**src/inc/rx_ring_pkg.sv**
```systemverilog
// Purpose: shared constants and carriers for the receive ring and header-split block
// Assumes: one queue, 32-bit register port, byte offsets
// Notes: descriptor indices are counted in 16-byte blocks
package rx_ring_pkg;
   // ****************************************************************
   // Register offsets
   // ****************************************************************
   localparam logic [7:0] OFS_BASE_LO = 8'h00;
   localparam logic [7:0] OFS_BASE_HI = 8'h04;
   localparam logic [7:0] OFS_LEN = 8'h08;
   localparam logic [7:0] OFS_HEAD = 8'h0C;
   localparam logic [7:0] OFS_TAIL = 8'h10;
   localparam logic [7:0] OFS_SPLIT_CTL = 8'h14;
   localparam logic [7:0] OFS_TYPE_SEL = 8'h18;
   localparam logic [7:0] OFS_CTL = 8'h1C;
   localparam logic [7:0] OFS_STATUS = 8'h20;
   // ****************************************************************
   // Field layout and constants
   // ****************************************************************
   localparam int DESC_SHIFT = 4;
   localparam int LEN_ALIGN_BITS = 7;
   localparam int FMT_LSB = 25;
   localparam int THR_LSB = 22;
   localparam int HDRSZ_LSB = 8;
   localparam int PKTSZ_LSB = 0;
   localparam int THR_UNIT_SHIFT = 6;
   localparam logic [9:0] MAX_SPLIT_HDR = 10'h3FF;
   localparam logic [2:0] FMT_LEGACY = 3'h0;
   localparam logic [2:0] FMT_ADV = 3'h1;
   localparam logic [2:0] FMT_HSPLIT = 3'h2;
   localparam logic [2:0] FMT_ALWAYS = 3'h5;
   // ****************************************************************
   // Carriers
   // ****************************************************************
   typedef struct packed {
      logic [31:0] addr_lo;
      logic [31:0] addr_hi;
      logic [15:0] parsed_header_length;
      logic [15:0] posted_packet_length;
      logic [3:0] ptype;
      logic ip_in_ip;
      logic eop;
   } rx_pkt_s;
   typedef struct packed {
      logic [63:0] addr;
      logic [15:0] hdr_bytes;
      logic [15:0] data_bytes;
      logic split;
      logic hdr_overflow;
      logic descriptor_done;
      logic eop;
   } wb_req_s;
   typedef enum logic [1:0] {ST_IDLE, ST_DATA, ST_WBACK} dma_state_e;
endpackage : rx_ring_pkg

```
**src/core/rx_ring_split.sv**
```systemverilog
// Purpose: receive descriptor ring pointers and header-split decision for one queue
// Assumes: one packet offered at a time; write path accepts in order
// Notes: data writes then descriptor write-back go on one write port
// Behaviour
// Tail write sets internal tail
// Head advances as packets stored
// Visible head tracks or waits interrupt
// Head equals tail stops storing
// Write-back first, then head increments
// Pointers wrap at ring size
// Pointers index 16-byte descriptors
// Consumed descriptors get done bit
// Device touches only head-to-tail descriptors
// Base is 64-bit, low 4 ignored
// Length multiple of 128 bytes; code takes any 16-byte multiple
// Data writes precede descriptor updates
// Software configures before enable
// Low free descriptors raise interrupt
// Format select decodes split modes
// Split-always puts leading bytes in header
// Header buffer holds only header
// Split only selected packet types
// No split past 1023-byte header
// No split for IP-in-IP packets
// Oversized header sets overflow flag
// Only first descriptor's header buffer
// Overflowed packets still posted
//
// Local design decisions: the address map and the strobed register port.
`timescale 1ns/1ps
module rx_ring_split
   import rx_ring_pkg::*;
#(
   parameter int IDX_W = 16
) (
   // Clock and reset
   input wire logic mclk,
   input wire logic sys_rst,
   // Register port
   input wire logic [7:0] reg_addr,
   input wire logic [31:0] reg_wdata,
   input wire logic reg_wr,
   input wire logic reg_rd,
   output logic [31:0] reg_rdata,
   // Packet offer
   input wire logic pkt_valid,
   input wire rx_pkt_s pkt_in,
   input wire logic [3:0] pool_sel,
   output logic pkt_ready,
   // Write path
   output logic wr_valid,
   output wb_req_s wr_req,
   output logic wr_is_desc,
   input wire logic wr_ready,
   // Events
   input wire logic queue_irq,
   output logic low_free_irq
);
   initial begin
      if (IDX_W < 4 || IDX_W > 16) begin
         $error("IDX_W out of range");
      end
   end

   typedef struct packed {
      logic [31:0] base_lo;
      logic [31:0] base_hi;
      logic [IDX_W-1:0] len_desc;
      logic [IDX_W-1:0] head;
      logic [IDX_W-1:0] vis_head;
      logic [IDX_W-1:0] tail;
      logic [31:0] split_ctl;
      logic [15:0] type_sel;
      logic enable;
      logic coalesce;
      logic virt_on;
      logic hdr_used;
      dma_state_e st;
      wb_req_s req;
      logic [IDX_W-1:0] slot;
      logic [31:0] rdata;
      logic irq;
      logic ready;
      // Write-path outputs kept as flops, not decoded from the state
      logic busy;
      logic desc_phase;
   } state_s;

   state_s s_r, s_nxt;
   logic [2:0] fmt;
   logic [15:0] hdr_sz;
   logic [IDX_W-1:0] free_cnt, thr_cnt, head_inc;
   logic empty, splitting, type_ok, header_overflow_flag, do_split;

   always_comb begin
      fmt = s_r.split_ctl[FMT_LSB +: 3];
      hdr_sz = {6'h00, s_r.split_ctl[HDRSZ_LSB +: 10]};
      // empty queue
      empty = (s_r.head == s_r.tail);
      // free distance
      free_cnt = (s_r.tail >= s_r.head) ? IDX_W'(s_r.tail - s_r.head)
         : IDX_W'(s_r.len_desc - s_r.head + s_r.tail);
      thr_cnt = IDX_W'(s_r.split_ctl[THR_LSB +: 3]) << THR_UNIT_SHIFT;
      // format decode
      splitting = (fmt > FMT_ADV);
      // type selection
      type_ok = s_r.virt_on ? s_r.type_sel[pool_sel] : s_r.type_sel[0];
      type_ok = type_ok && (pkt_in.ptype != 4'h0) && s_r.type_sel[pkt_in.ptype];
      // overflow flag
      header_overflow_flag = (pkt_in.parsed_header_length > hdr_sz);
      // split exclusions
      do_split = splitting && type_ok && !header_overflow_flag && !pkt_in.ip_in_ip
         && (pkt_in.parsed_header_length <= {6'h00, MAX_SPLIT_HDR}) && !s_r.hdr_used;
      // wrap increment
      head_inc = (s_r.head + 1'b1 >= s_r.len_desc) ? '0 : IDX_W'(s_r.head + 1'b1);
   end

   always_comb begin
      s_nxt = s_r;
      s_nxt.rdata = 32'h0000_0000;
      // ****************************************************************
      // Register writes and reads
      // ****************************************************************
      if (reg_wr) begin
         case (reg_addr)
            // base alignment
            OFS_BASE_LO: s_nxt.base_lo = {reg_wdata[31:DESC_SHIFT], 4'h0};
            OFS_BASE_HI: s_nxt.base_hi = reg_wdata;
            // length in descriptors
            OFS_LEN: s_nxt.len_desc = IDX_W'(reg_wdata[31:DESC_SHIFT]);
            // tail update
            OFS_TAIL: s_nxt.tail = IDX_W'(reg_wdata);
            OFS_SPLIT_CTL: s_nxt.split_ctl = reg_wdata;
            OFS_TYPE_SEL: s_nxt.type_sel = reg_wdata[15:0];
            OFS_CTL: begin
               s_nxt.enable = reg_wdata[0];
               s_nxt.coalesce = reg_wdata[1];
               s_nxt.virt_on = reg_wdata[2];
            end
            default: ;
         endcase
      end
      if (reg_rd) begin
         case (reg_addr)
            OFS_BASE_LO: s_nxt.rdata = s_r.base_lo;
            OFS_BASE_HI: s_nxt.rdata = s_r.base_hi;
            OFS_LEN: s_nxt.rdata = 32'(s_r.len_desc) << DESC_SHIFT;
            OFS_HEAD: s_nxt.rdata = 32'(s_r.vis_head);
            OFS_TAIL: s_nxt.rdata = 32'(s_r.tail);
            OFS_SPLIT_CTL: s_nxt.rdata = s_r.split_ctl;
            OFS_TYPE_SEL: s_nxt.rdata = {16'h0000, s_r.type_sel};
            OFS_CTL: s_nxt.rdata = {29'h0, s_r.virt_on, s_r.coalesce, s_r.enable};
            OFS_STATUS: s_nxt.rdata = {30'h0, empty, s_r.st != ST_IDLE};
            default: s_nxt.rdata = 32'h0000_0000;
         endcase
      end
      // ****************************************************************
      // Store engine
      // ****************************************************************
      s_nxt.ready = 1'b0;
      case (s_r.st)
         ST_IDLE: begin
            // only owned descriptors
            if (pkt_valid && s_r.enable && !empty && !s_r.ready) begin
               s_nxt.ready = 1'b1;
               s_nxt.slot = s_r.head;
               // descriptor address
               s_nxt.req.addr = {s_r.base_hi, s_r.base_lo}
                  + (64'(s_r.head) << DESC_SHIFT);
               s_nxt.req.split = do_split;
               // overflow still posted
               s_nxt.req.hdr_overflow = splitting && header_overflow_flag;
               s_nxt.req.eop = pkt_in.eop;
               s_nxt.req.descriptor_done = 1'b0;
               // header buffer share
               if (do_split) begin
                  s_nxt.req.hdr_bytes = pkt_in.parsed_header_length;
                  s_nxt.req.data_bytes = pkt_in.posted_packet_length - pkt_in.parsed_header_length;
               end else if (fmt == FMT_ALWAYS && !s_r.hdr_used) begin
                  s_nxt.req.hdr_bytes = (pkt_in.posted_packet_length < hdr_sz) ? pkt_in.posted_packet_length : hdr_sz;
                  s_nxt.req.data_bytes = pkt_in.posted_packet_length - s_nxt.req.hdr_bytes;
               end else begin
                  s_nxt.req.hdr_bytes = 16'h0000;
                  s_nxt.req.data_bytes = pkt_in.posted_packet_length;
               end
               // first descriptor only
               s_nxt.hdr_used = !pkt_in.eop;
               s_nxt.st = ST_DATA;
               s_nxt.busy = 1'b1;
            end
         end
         // data first
         ST_DATA: if (wr_ready) begin
            s_nxt.req.descriptor_done = 1'b1;
            s_nxt.st = ST_WBACK;
            s_nxt.desc_phase = 1'b1;
         end
         // write-back then head
         ST_WBACK: if (wr_ready) begin
            // head advance
            s_nxt.head = head_inc;
            s_nxt.st = ST_IDLE;
            s_nxt.busy = 1'b0;
            s_nxt.desc_phase = 1'b0;
         end
         default: begin
            s_nxt.st = ST_IDLE;
            s_nxt.busy = 1'b0;
            s_nxt.desc_phase = 1'b0;
         end
      endcase
      // Coalescing holds the visible copy until the queue interrupt
      // visible head
      if (!s_r.coalesce || queue_irq) begin
         s_nxt.vis_head = s_r.head;
      end
      // low free interrupt
      s_nxt.irq = s_r.enable && (thr_cnt != '0) && (free_cnt <= thr_cnt);
   end

   always_ff @(posedge mclk or posedge sys_rst) begin
      if (sys_rst) begin
         s_r <= '0;
      end else begin
         s_r <= s_nxt;
      end
   end

   assign reg_rdata = s_r.rdata;
   assign pkt_ready = s_r.ready;
   assign wr_valid = s_r.busy;
   assign wr_req = s_r.req;
   assign wr_is_desc = s_r.desc_phase;
   assign low_free_irq = s_r.irq;

   // ****************************************************************
   // Checks
   // ****************************************************************
   property p_empty_stall;
      @(posedge mclk) disable iff (sys_rst) (s_r.head == s_r.tail) |=> !pkt_ready;
   endproperty
   a_empty_stall: assert property (p_empty_stall) else $error("store while empty");
   property p_order;
      @(posedge mclk) disable iff (sys_rst)
         (s_r.st == ST_DATA && wr_ready) |=> (wr_is_desc && wr_req.descriptor_done);
   endproperty
   a_order: assert property (p_order) else $error("descriptor not after data");
   property p_head_after_wb;
      @(posedge mclk) disable iff (sys_rst)
         (s_r.head != $past(s_r.head)) |-> $past(wr_is_desc && wr_ready);
   endproperty
   a_head_after_wb: assert property (p_head_after_wb) else $error("head moved early");
   property p_tail;
      @(posedge mclk) disable iff (sys_rst)
         (reg_wr && reg_addr == OFS_TAIL) |=> (s_r.tail == $past(reg_wdata[IDX_W-1:0]));
   endproperty
   a_tail: assert property (p_tail) else $error("tail not taken");
   property p_wrap;
      @(posedge mclk) disable iff (sys_rst) s_r.len_desc != '0 && s_r.head < s_r.len_desc
         |=> (s_r.head < s_r.len_desc) || s_r.len_desc != $past(s_r.len_desc);
   endproperty
   a_wrap: assert property (p_wrap) else $error("head past ring");
   property p_vis;
      @(posedge mclk) disable iff (sys_rst) !s_r.coalesce ##1 !s_r.coalesce
         |-> s_r.vis_head == $past(s_r.head);
   endproperty
   a_vis: assert property (p_vis) else $error("visible head lags");
   property p_base;
      @(posedge mclk) disable iff (sys_rst) s_r.base_lo[3:0] == 4'h0;
   endproperty
   a_base: assert property (p_base) else $error("base low bits kept");
   property p_hbo;
      @(posedge mclk) disable iff (sys_rst) pkt_ready && s_r.req.hdr_overflow |-> !s_r.req.split;
   endproperty
   a_hbo: assert property (p_hbo) else $error("overflowed header split");
   property p_valid_state;
      @(posedge mclk) disable iff (sys_rst)
         wr_valid == (s_r.st != ST_IDLE) && wr_is_desc == (s_r.st == ST_WBACK);
   endproperty
   a_valid_state: assert property (p_valid_state) else $error("write flags off state");
   property p_head_step;
      @(posedge mclk) disable iff (sys_rst)
         (s_r.st == ST_WBACK && wr_ready) |=> s_r.head == $past(head_inc);
   endproperty
   a_head_step: assert property (p_head_step) else $error("head did not step");
   property p_head_ro;
      @(posedge mclk) disable iff (sys_rst)
         (reg_wr && reg_addr == OFS_HEAD && s_r.st != ST_WBACK) |=> s_r.head == $past(s_r.head);
   endproperty
   a_head_ro: assert property (p_head_ro) else $error("head moved by software");
   property p_done_bit;
      @(posedge mclk) disable iff (sys_rst)
         wr_is_desc |-> wr_req.descriptor_done;
   endproperty
   a_done_bit: assert property (p_done_bit) else $error("write-back without done bit");
   property p_desc_align;
      @(posedge mclk) disable iff (sys_rst)
         wr_valid |-> wr_req.addr[DESC_SHIFT-1:0] == '0;
   endproperty
   a_desc_align: assert property (p_desc_align) else $error("descriptor address unaligned");
   property p_owned;
      @(posedge mclk) disable iff (sys_rst)
         $rose(wr_valid) |-> $past(s_r.head != s_r.tail && s_r.enable);
   endproperty
   a_owned: assert property (p_owned) else $error("store outside owned range");
   property p_low_free;
      @(posedge mclk) disable iff (sys_rst)
         low_free_irq == $past(s_r.enable && thr_cnt != '0 && free_cnt <= thr_cnt);
   endproperty
   a_low_free: assert property (p_low_free) else $error("low free interrupt wrong");
   // ****************************************************************
   // Split decision checks
   // ****************************************************************
   property p_fmt_split;
      @(posedge mclk) disable iff (sys_rst)
         pkt_ready && wr_req.split |-> $past(fmt) > FMT_ADV;
   endproperty
   a_fmt_split: assert property (p_fmt_split) else $error("split in non-split format");
   property p_type;
      @(posedge mclk) disable iff (sys_rst)
         pkt_ready && wr_req.split |-> $past(s_r.type_sel[pkt_in.ptype]);
   endproperty
   a_type: assert property (p_type) else $error("split of unselected type");
   property p_big_hdr;
      @(posedge mclk) disable iff (sys_rst)
         pkt_ready && $past(pkt_in.parsed_header_length) > 16'(MAX_SPLIT_HDR) |-> !wr_req.split;
   endproperty
   a_big_hdr: assert property (p_big_hdr) else $error("long header split");
   property p_tunnel;
      @(posedge mclk) disable iff (sys_rst)
         pkt_ready && $past(pkt_in.ip_in_ip) |-> !wr_req.split;
   endproperty
   a_tunnel: assert property (p_tunnel) else $error("tunneled packet split");
   property p_split_len;
      @(posedge mclk) disable iff (sys_rst)
         pkt_ready && wr_req.split |-> wr_req.hdr_bytes == $past(pkt_in.parsed_header_length);
   endproperty
   a_split_len: assert property (p_split_len) else $error("header share wrong");
   property p_always_hdr;
      @(posedge mclk) disable iff (sys_rst)
         pkt_ready && !wr_req.split && $past(fmt == FMT_ALWAYS && !s_r.hdr_used)
            && $past(hdr_sz != '0 && pkt_in.posted_packet_length != '0) |-> wr_req.hdr_bytes != '0;
   endproperty
   a_always_hdr: assert property (p_always_hdr) else $error("leading bytes not in header");
   property p_first_hdr;
      @(posedge mclk) disable iff (sys_rst)
         pkt_ready && $past(s_r.hdr_used) |-> wr_req.hdr_bytes == '0;
   endproperty
   a_first_hdr: assert property (p_first_hdr) else $error("header buffer reused");
   property p_hbo_post;
      @(posedge mclk) disable iff (sys_rst)
         pkt_ready && wr_req.hdr_overflow |-> wr_valid;
   endproperty
   a_hbo_post: assert property (p_hbo_post) else $error("overflowed packet dropped");
endmodule : rx_ring_split

```
**config.mk**
```make
export PLATFORM = sky130hd
export DESIGN_NAME = rx_ring_split
export DESIGN_NICKNAME = d
export VERILOG_FILES = /design/src/inc/rx_ring_pkg.sv /design/src/core/rx_ring_split.sv
export SDC_FILE = /design/constraint.sdc
export NUM_CORES = 1
export LEC_CHECK = 0
export BUFFER_PORTS_ARGS = -buffer_cell sky130_fd_sc_hd__buf_2
export CAP_MARGIN = 20
export CORE_ASPECT_RATIO = 1.5
export CORE_MARGIN = 2
export CORE_UTILIZATION = 50
export DETAILED_ROUTE_END_ITERATION = 16
export GPL_TIMING_DRIVEN = 0
export PLACE_DENSITY = 0.71
export SLEW_MARGIN = 15
export SYNTH_ARGS = -nofsm -noshare
export SYNTH_HDL_FRONTEND = slang
export SYNTH_SLANG_ARGS = --single-unit
```
**constraint.sdc**
```tcl
create_clock -name mclk -period 12.4 [get_ports mclk]
set_input_delay 2.48 -clock mclk [delete_from_list [all_inputs] [get_ports mclk]]
set_output_delay 2.48 -clock mclk [all_outputs]
set_load 0.05 [all_outputs]
```
# == After elaboration in Yosys (flattened, before gate mapping) ==
# Index checks and enable logic that the tools add are counted.
# op_classes
add_sub_neg,7
order_cmp,9
eq_ne,15
muxes,22
n_bitwise,2
n_reduce_logical,41
# op_table
cell,n
32-bit one-hot mux with 9 select lines,1
118-bit two-way mux,1
32-bit two-way mux,3
64-bit by 20-bit adder with 64-bit output,1
16-bit subtractor,4
16-bit two-way mux,3
"8-bit by 5-bit equality test with 1-bit output, second input constant",4
16-bit >= comparator,2
2-bit AND reduction,9
"16-bit by 1-bit adder with 16-bit output, second input constant",1
16-bit adder,1
16-bit equality test,1
"8-bit by 4-bit equality test with 1-bit output, second input constant",2
16-bit by 10-bit greater-than comparator with 1-bit output,1
"16-bit by 10-bit less-or-equal comparator with 1-bit output, second input constant",1
16-bit by 9-bit less-or-equal comparator with 1-bit output,1
16-bit by 10-bit less-than comparator with 1-bit output,1
16-bit nonzero test,1
1-bit logical AND,14
3-bit AND reduction,4
"4-bit by 5-bit less-than comparator with 1-bit output, second input constant",2
1-bit binary-select mux with 4-bit select,2
"8-bit by 3-bit equality test with 1-bit output, second input constant",1
"8-bit by 6-bit equality test with 1-bit output, second input constant",1
17 further kinds,34
# word_totals
register_bits,330
input_bits,153
out_inout_bits,136
wordCells,122

# == Depth between registers and ports, before layout ==
# depth
ltp_word,13
depth_mapped,21
depth_no_buf,21

# == Least setup slack after synthesis ==
# No wires, ideal clock.
# synth_path
path_kind,input to register
from,input pkt_in[7] in the netlist's numbering
to,"register s_r, in the netlist wr_req[18]"
setup_ns,0.126
t_arrival_ns,5.454
required_time_ns,12.274
setup_slack_ns,6.820
stages,18
path_buffers,1
path_cell_list,ha_1 > a21o_1 > a21oi_1 > o221ai_1 > nor4_1 > o21ai_0 > buf_2 > mux2_2 > ha_1 > fa_1 > nor2b_1 > o31a_1 > o211ai_1 > a21oi_1 > nor4b_1 > xor2_1 > mux2i_1 > a21oi_1
# synth_via
elab_chain_cells,5
word_cells_on_any_way,6
cone_classes,2 x add/sub; 1 x order compare; 3 x mux
# synth_lines
item,line,text
"start, declared",rx_ring_split.sv:47,"input wire rx_pkt_s pkt_in,"
16-bit by 10-bit less-than comparator with 1-bit output,rx_ring_split.sv:180,s_nxt.req.hdr_bytes = (pkt_in.posted_packet_length < hdr_sz) ? pkt_in.posted_packet_length : hdr_sz;
16-bit two-way mux,rx_ring_split.sv:180,
16-bit subtractor,rx_ring_split.sv:181,s_nxt.req.data_bytes = pkt_in.posted_packet_length - s_nxt.req.hdr_bytes;
32-bit two-way mux,rx_ring_split.sv:179,end else if (fmt == FMT_ALWAYS && !s_r.hdr_used) begin
32-bit two-way mux (*),rx_ring_split.sv:176,if (do_split) begin
"end signal, assigned",rx_ring_split.sv:225,s_r <= s_nxt;
"end, declared",rx_ring_split.sv:89,"state_s s_r, s_nxt;"
# Every way passes the cells marked *; elsewhere a longest branch is shown, timed or not.
# A chain may end at the register's enable or synchronous reset.

# == Worst setup path in the final report ==
# Ends and elaborated chain as after synthesis.

==> flow_summary.json <==
{
  "area_growth_pct": 15.00,
  "fin_worst_skew_ps": 18.91,
  "drive_above_1_share_pct": 26.94,
  "fp.dieH_um": 248.1,
  "placed_area_sq_mm": 0.02170,
  "synth_area_per_cell_sq_um": 9.886,
  "ys.flop_type": "dfrtp_1",
  "cp-start-kind": "primary input",
  "totalPowerFinal_w": 0.003291,
  "antenna_left": 0,
  "finalHoldViolations": 0,
  "drc": 0,
  "viasPerCell": 5.915,
  "std_cell_rows": 89,
  "cellPowerDensity_mw_per_mm2": 144.1,
  "cts_buffer_depth": 3,
  "required_ps": 12860,
  "die_w_um": 166.7,
  "p_leak_nw": 11.22,
  "fmax_ghz": 0.1736,
  "final_cell_mix": "dfrtp_1, buf_2, nand2_1",
  "synth-edff-count": 0,
  "dieArea_sq_mm": 0.04137,
  "instances_no_fill": 2799,
  "cp-end-kind": "register",
  "ir_drop_v": 0.0001118,
  "setup_viol": 0,
  "cts_hold_buf": 0,
  "clock_sinks": 310,
  "cp_common_cell": "a21oi_1",
  "drt_iter0_drc": 1242,
  "postLayoutCellArea_sq_mm": 0.02284,
  "grt_first_pass_wirelength_mm": 95.33,
  "cp_data_arrival_time_ps": 6220,
  "grt_start_max_net_pins": 113,
  "routedWlPerCell_um": 22.58,
  "status": "complete, no violations",
  "yosysSeqAreaShare_pct": 39.06,
  "post_cts_buffers": 0,
  "crit_fanout": 10,
  "nets": 2553,
  "cts_tree": "built",
  "synth_area_sq_mm": 0.01986,
  "cp_cell_sequence": "buf_2, ha_1, a21o_1, a21oi_1, o221ai_1, nor4_1, o21ai_0, buf_2, mux2_2, ha_1, fa_1, nor2b_1, o31a_1, o211ai_1, a21oi_1, nor4b_1, xor2_1, mux2i_1, a21oi_1",
  "place_inst": 2735,
  "criticalPathCategory": "in2reg",
  "final_common_cell": "dfrtp_1",
  "yosysUniqueCellTypes": 82,
  "cts_htree_levels": 1,
  "antenna_found_initial": 7,
  "dr.pass1.iters": 8,
  "max-slew-margin-rel_pct": 29.31,
  "io_buffers": 218,
  "cts_buffers": 31,
  "grt_pass1_vias": 16540,
  "rsz0062_at_grt": "no",
  "vias": 16560,
  "place_hpwl_mm": 50.18,
  "ctsResizeCount": 0,
  "yosysWarningCount": 0,
  "overflow": 0,
  "core_area_sq_mm": 0.03931,
  "track_usage_pct": 30.05,
  "maxCapViolCount": 0,
  "finalWirelength_mm": 63.20,
  "fin_crit_ps": 5762,
  "path_buf_inv": 2,
  "ios": 289,
  "slew_viol_final": 0,
  "gp_congestion": 0.9957,
  "cpMaxStageDelayCell": "fa_1",
  "start_util_pct": 50.53,
  "worstMarginPinSlew_ps": 1049,
  "slowest_delay_ps": 420,
  "ys_ff_latch": 310,
  "layout_worst_path_cycle_share_pct": 46.47,
  "synthCells": 2009,
  "hp-class": "reg2reg",
  "path_clk_slew_ps": 70,
  "clock_latency_ps": 610,
  "root_buffer": "clkbuf_16",
  "cpLargestDelayFamily": "compound AO/OA/AOI/OAI gates",
  "async_flop_share_pct": 100.0,
  "fin_util_pct": 58.11
}
## cell families (layout without fill, tap and decap cells)
kind of cell	count (synthesis)	in the layout	synth area share, %
adders and majority gates	131	131	8.971
other	1	9	0.01888
and+or+nand+nor	494	494	12.34
buffers and inverters	341	623	9.172
DFF	310	310	39.06
AOI/OAI and AO/OA	423	423	13.85
muxes	198	198	11.70
xor gates and xnor gates	111	111	4.895
## worst min-delay path: stages, from the launching register on
cell,delay [ps]
dfrtp_1,340
nand2_1,50
o21ai_0,60
## where the power goes
group	switching (W)	total [W]	internal, W
sequential	0.000119	0.00122	0.00110
combinational	0.000629	0.00102	0.000392
clock	0.000440	0.00105	0.000607
total	0.00119	0.00329	0.00210
## final cells by class
class | count | area, sq um
Multi-Input combinational cell | 1361 | 10300
Sequential cell | 310 | 7757
Antenna cell | 5 | 12.51
Fill cell | 3421 | 16470
Inverter | 128 | 489.2
Timing Repair Buffer | 224 | 1191
Clock buffer | 37 | 828.3
Clock inverter | 21 | 296.5
Buffer | 213 | 1340
Tap cell | 500 | 625.6
## synthesized netlist by cell type (38+ instances only)
library cell  count  area (sq um)
inv_1           127         476.7
ha_1            112          1401
mux2_2          161          1813
xor2_1           39         341.6
dfrtp_1         310          7757
xnor2_1          72         630.6
o21ai_0         119         595.6
nand3_1          38         190.2
buf_4           134          1006
nand2_1         187         701.9
clkbuf_1         58         217.7
a21oi_1          67         335.3
nor2_1           76         285.3
## final timing paths
| path | start | to | slack [ps] | cells past startpoint |
|---|---|---|---|---|
| worst max-delay path | pkt_in[7] | wr_req[18]$_DFFE_PP0P_ | 6640 | 19 |
| worst min-delay path | wr_req[89]$_DFFE_PP0P_ | wr_req[89]$_DFFE_PP0P_ | 480 | 2 |
| worst max register to register | s_r[240]$_DFFE_PP0P_ | low_free_irq$_DFF_PP0_ | 7310 | 19 |
| worst min register to register | wr_req[89]$_DFFE_PP0P_ | wr_req[89]$_DFFE_PP0P_ | 480 | 2 |
| max in group asynchronous | sys_rst | s_r[202]$_DFFE_PP0P_ | 9310 | 4 |
| min in group asynchronous | sys_rst | wr_req[8]$_DFFE_PP0P_ | 1810 | 2 |
## through the flow
stage          setup TNS (ps)  hold WS, ps  worst slack, ps
6_report                    0        481.8             6638
5_1_grt                     0        508.1             6400
4_1_cts                     0        485.8             6685
3_5_place_dp                0        471.5             6071
3_3_place_gp          -526770        466.6            -1744
2_1_floorplan               0        446.9             1347
## flip-flops by register name, indices dropped and copies added, names as in the netlist
signal,cells
s_r,165
wr_req,96
reg_rdata,32
hdr_sz,10
fmt,3
low_free_irq,1
pkt_ready,1
wr_is_desc,1
wr_valid,1
## routing by layer
metal  vias up  part of all wire, %  GRT usage [%]
met4         2                  7.6          20.94
met5         -                0.021              0
met1      8045                   35          31.79
li1       7591                    -              -
met3       222                  5.2          3.495
met2       696                   52          55.80
Note: power is estimated with default switching activity, not from simulation.
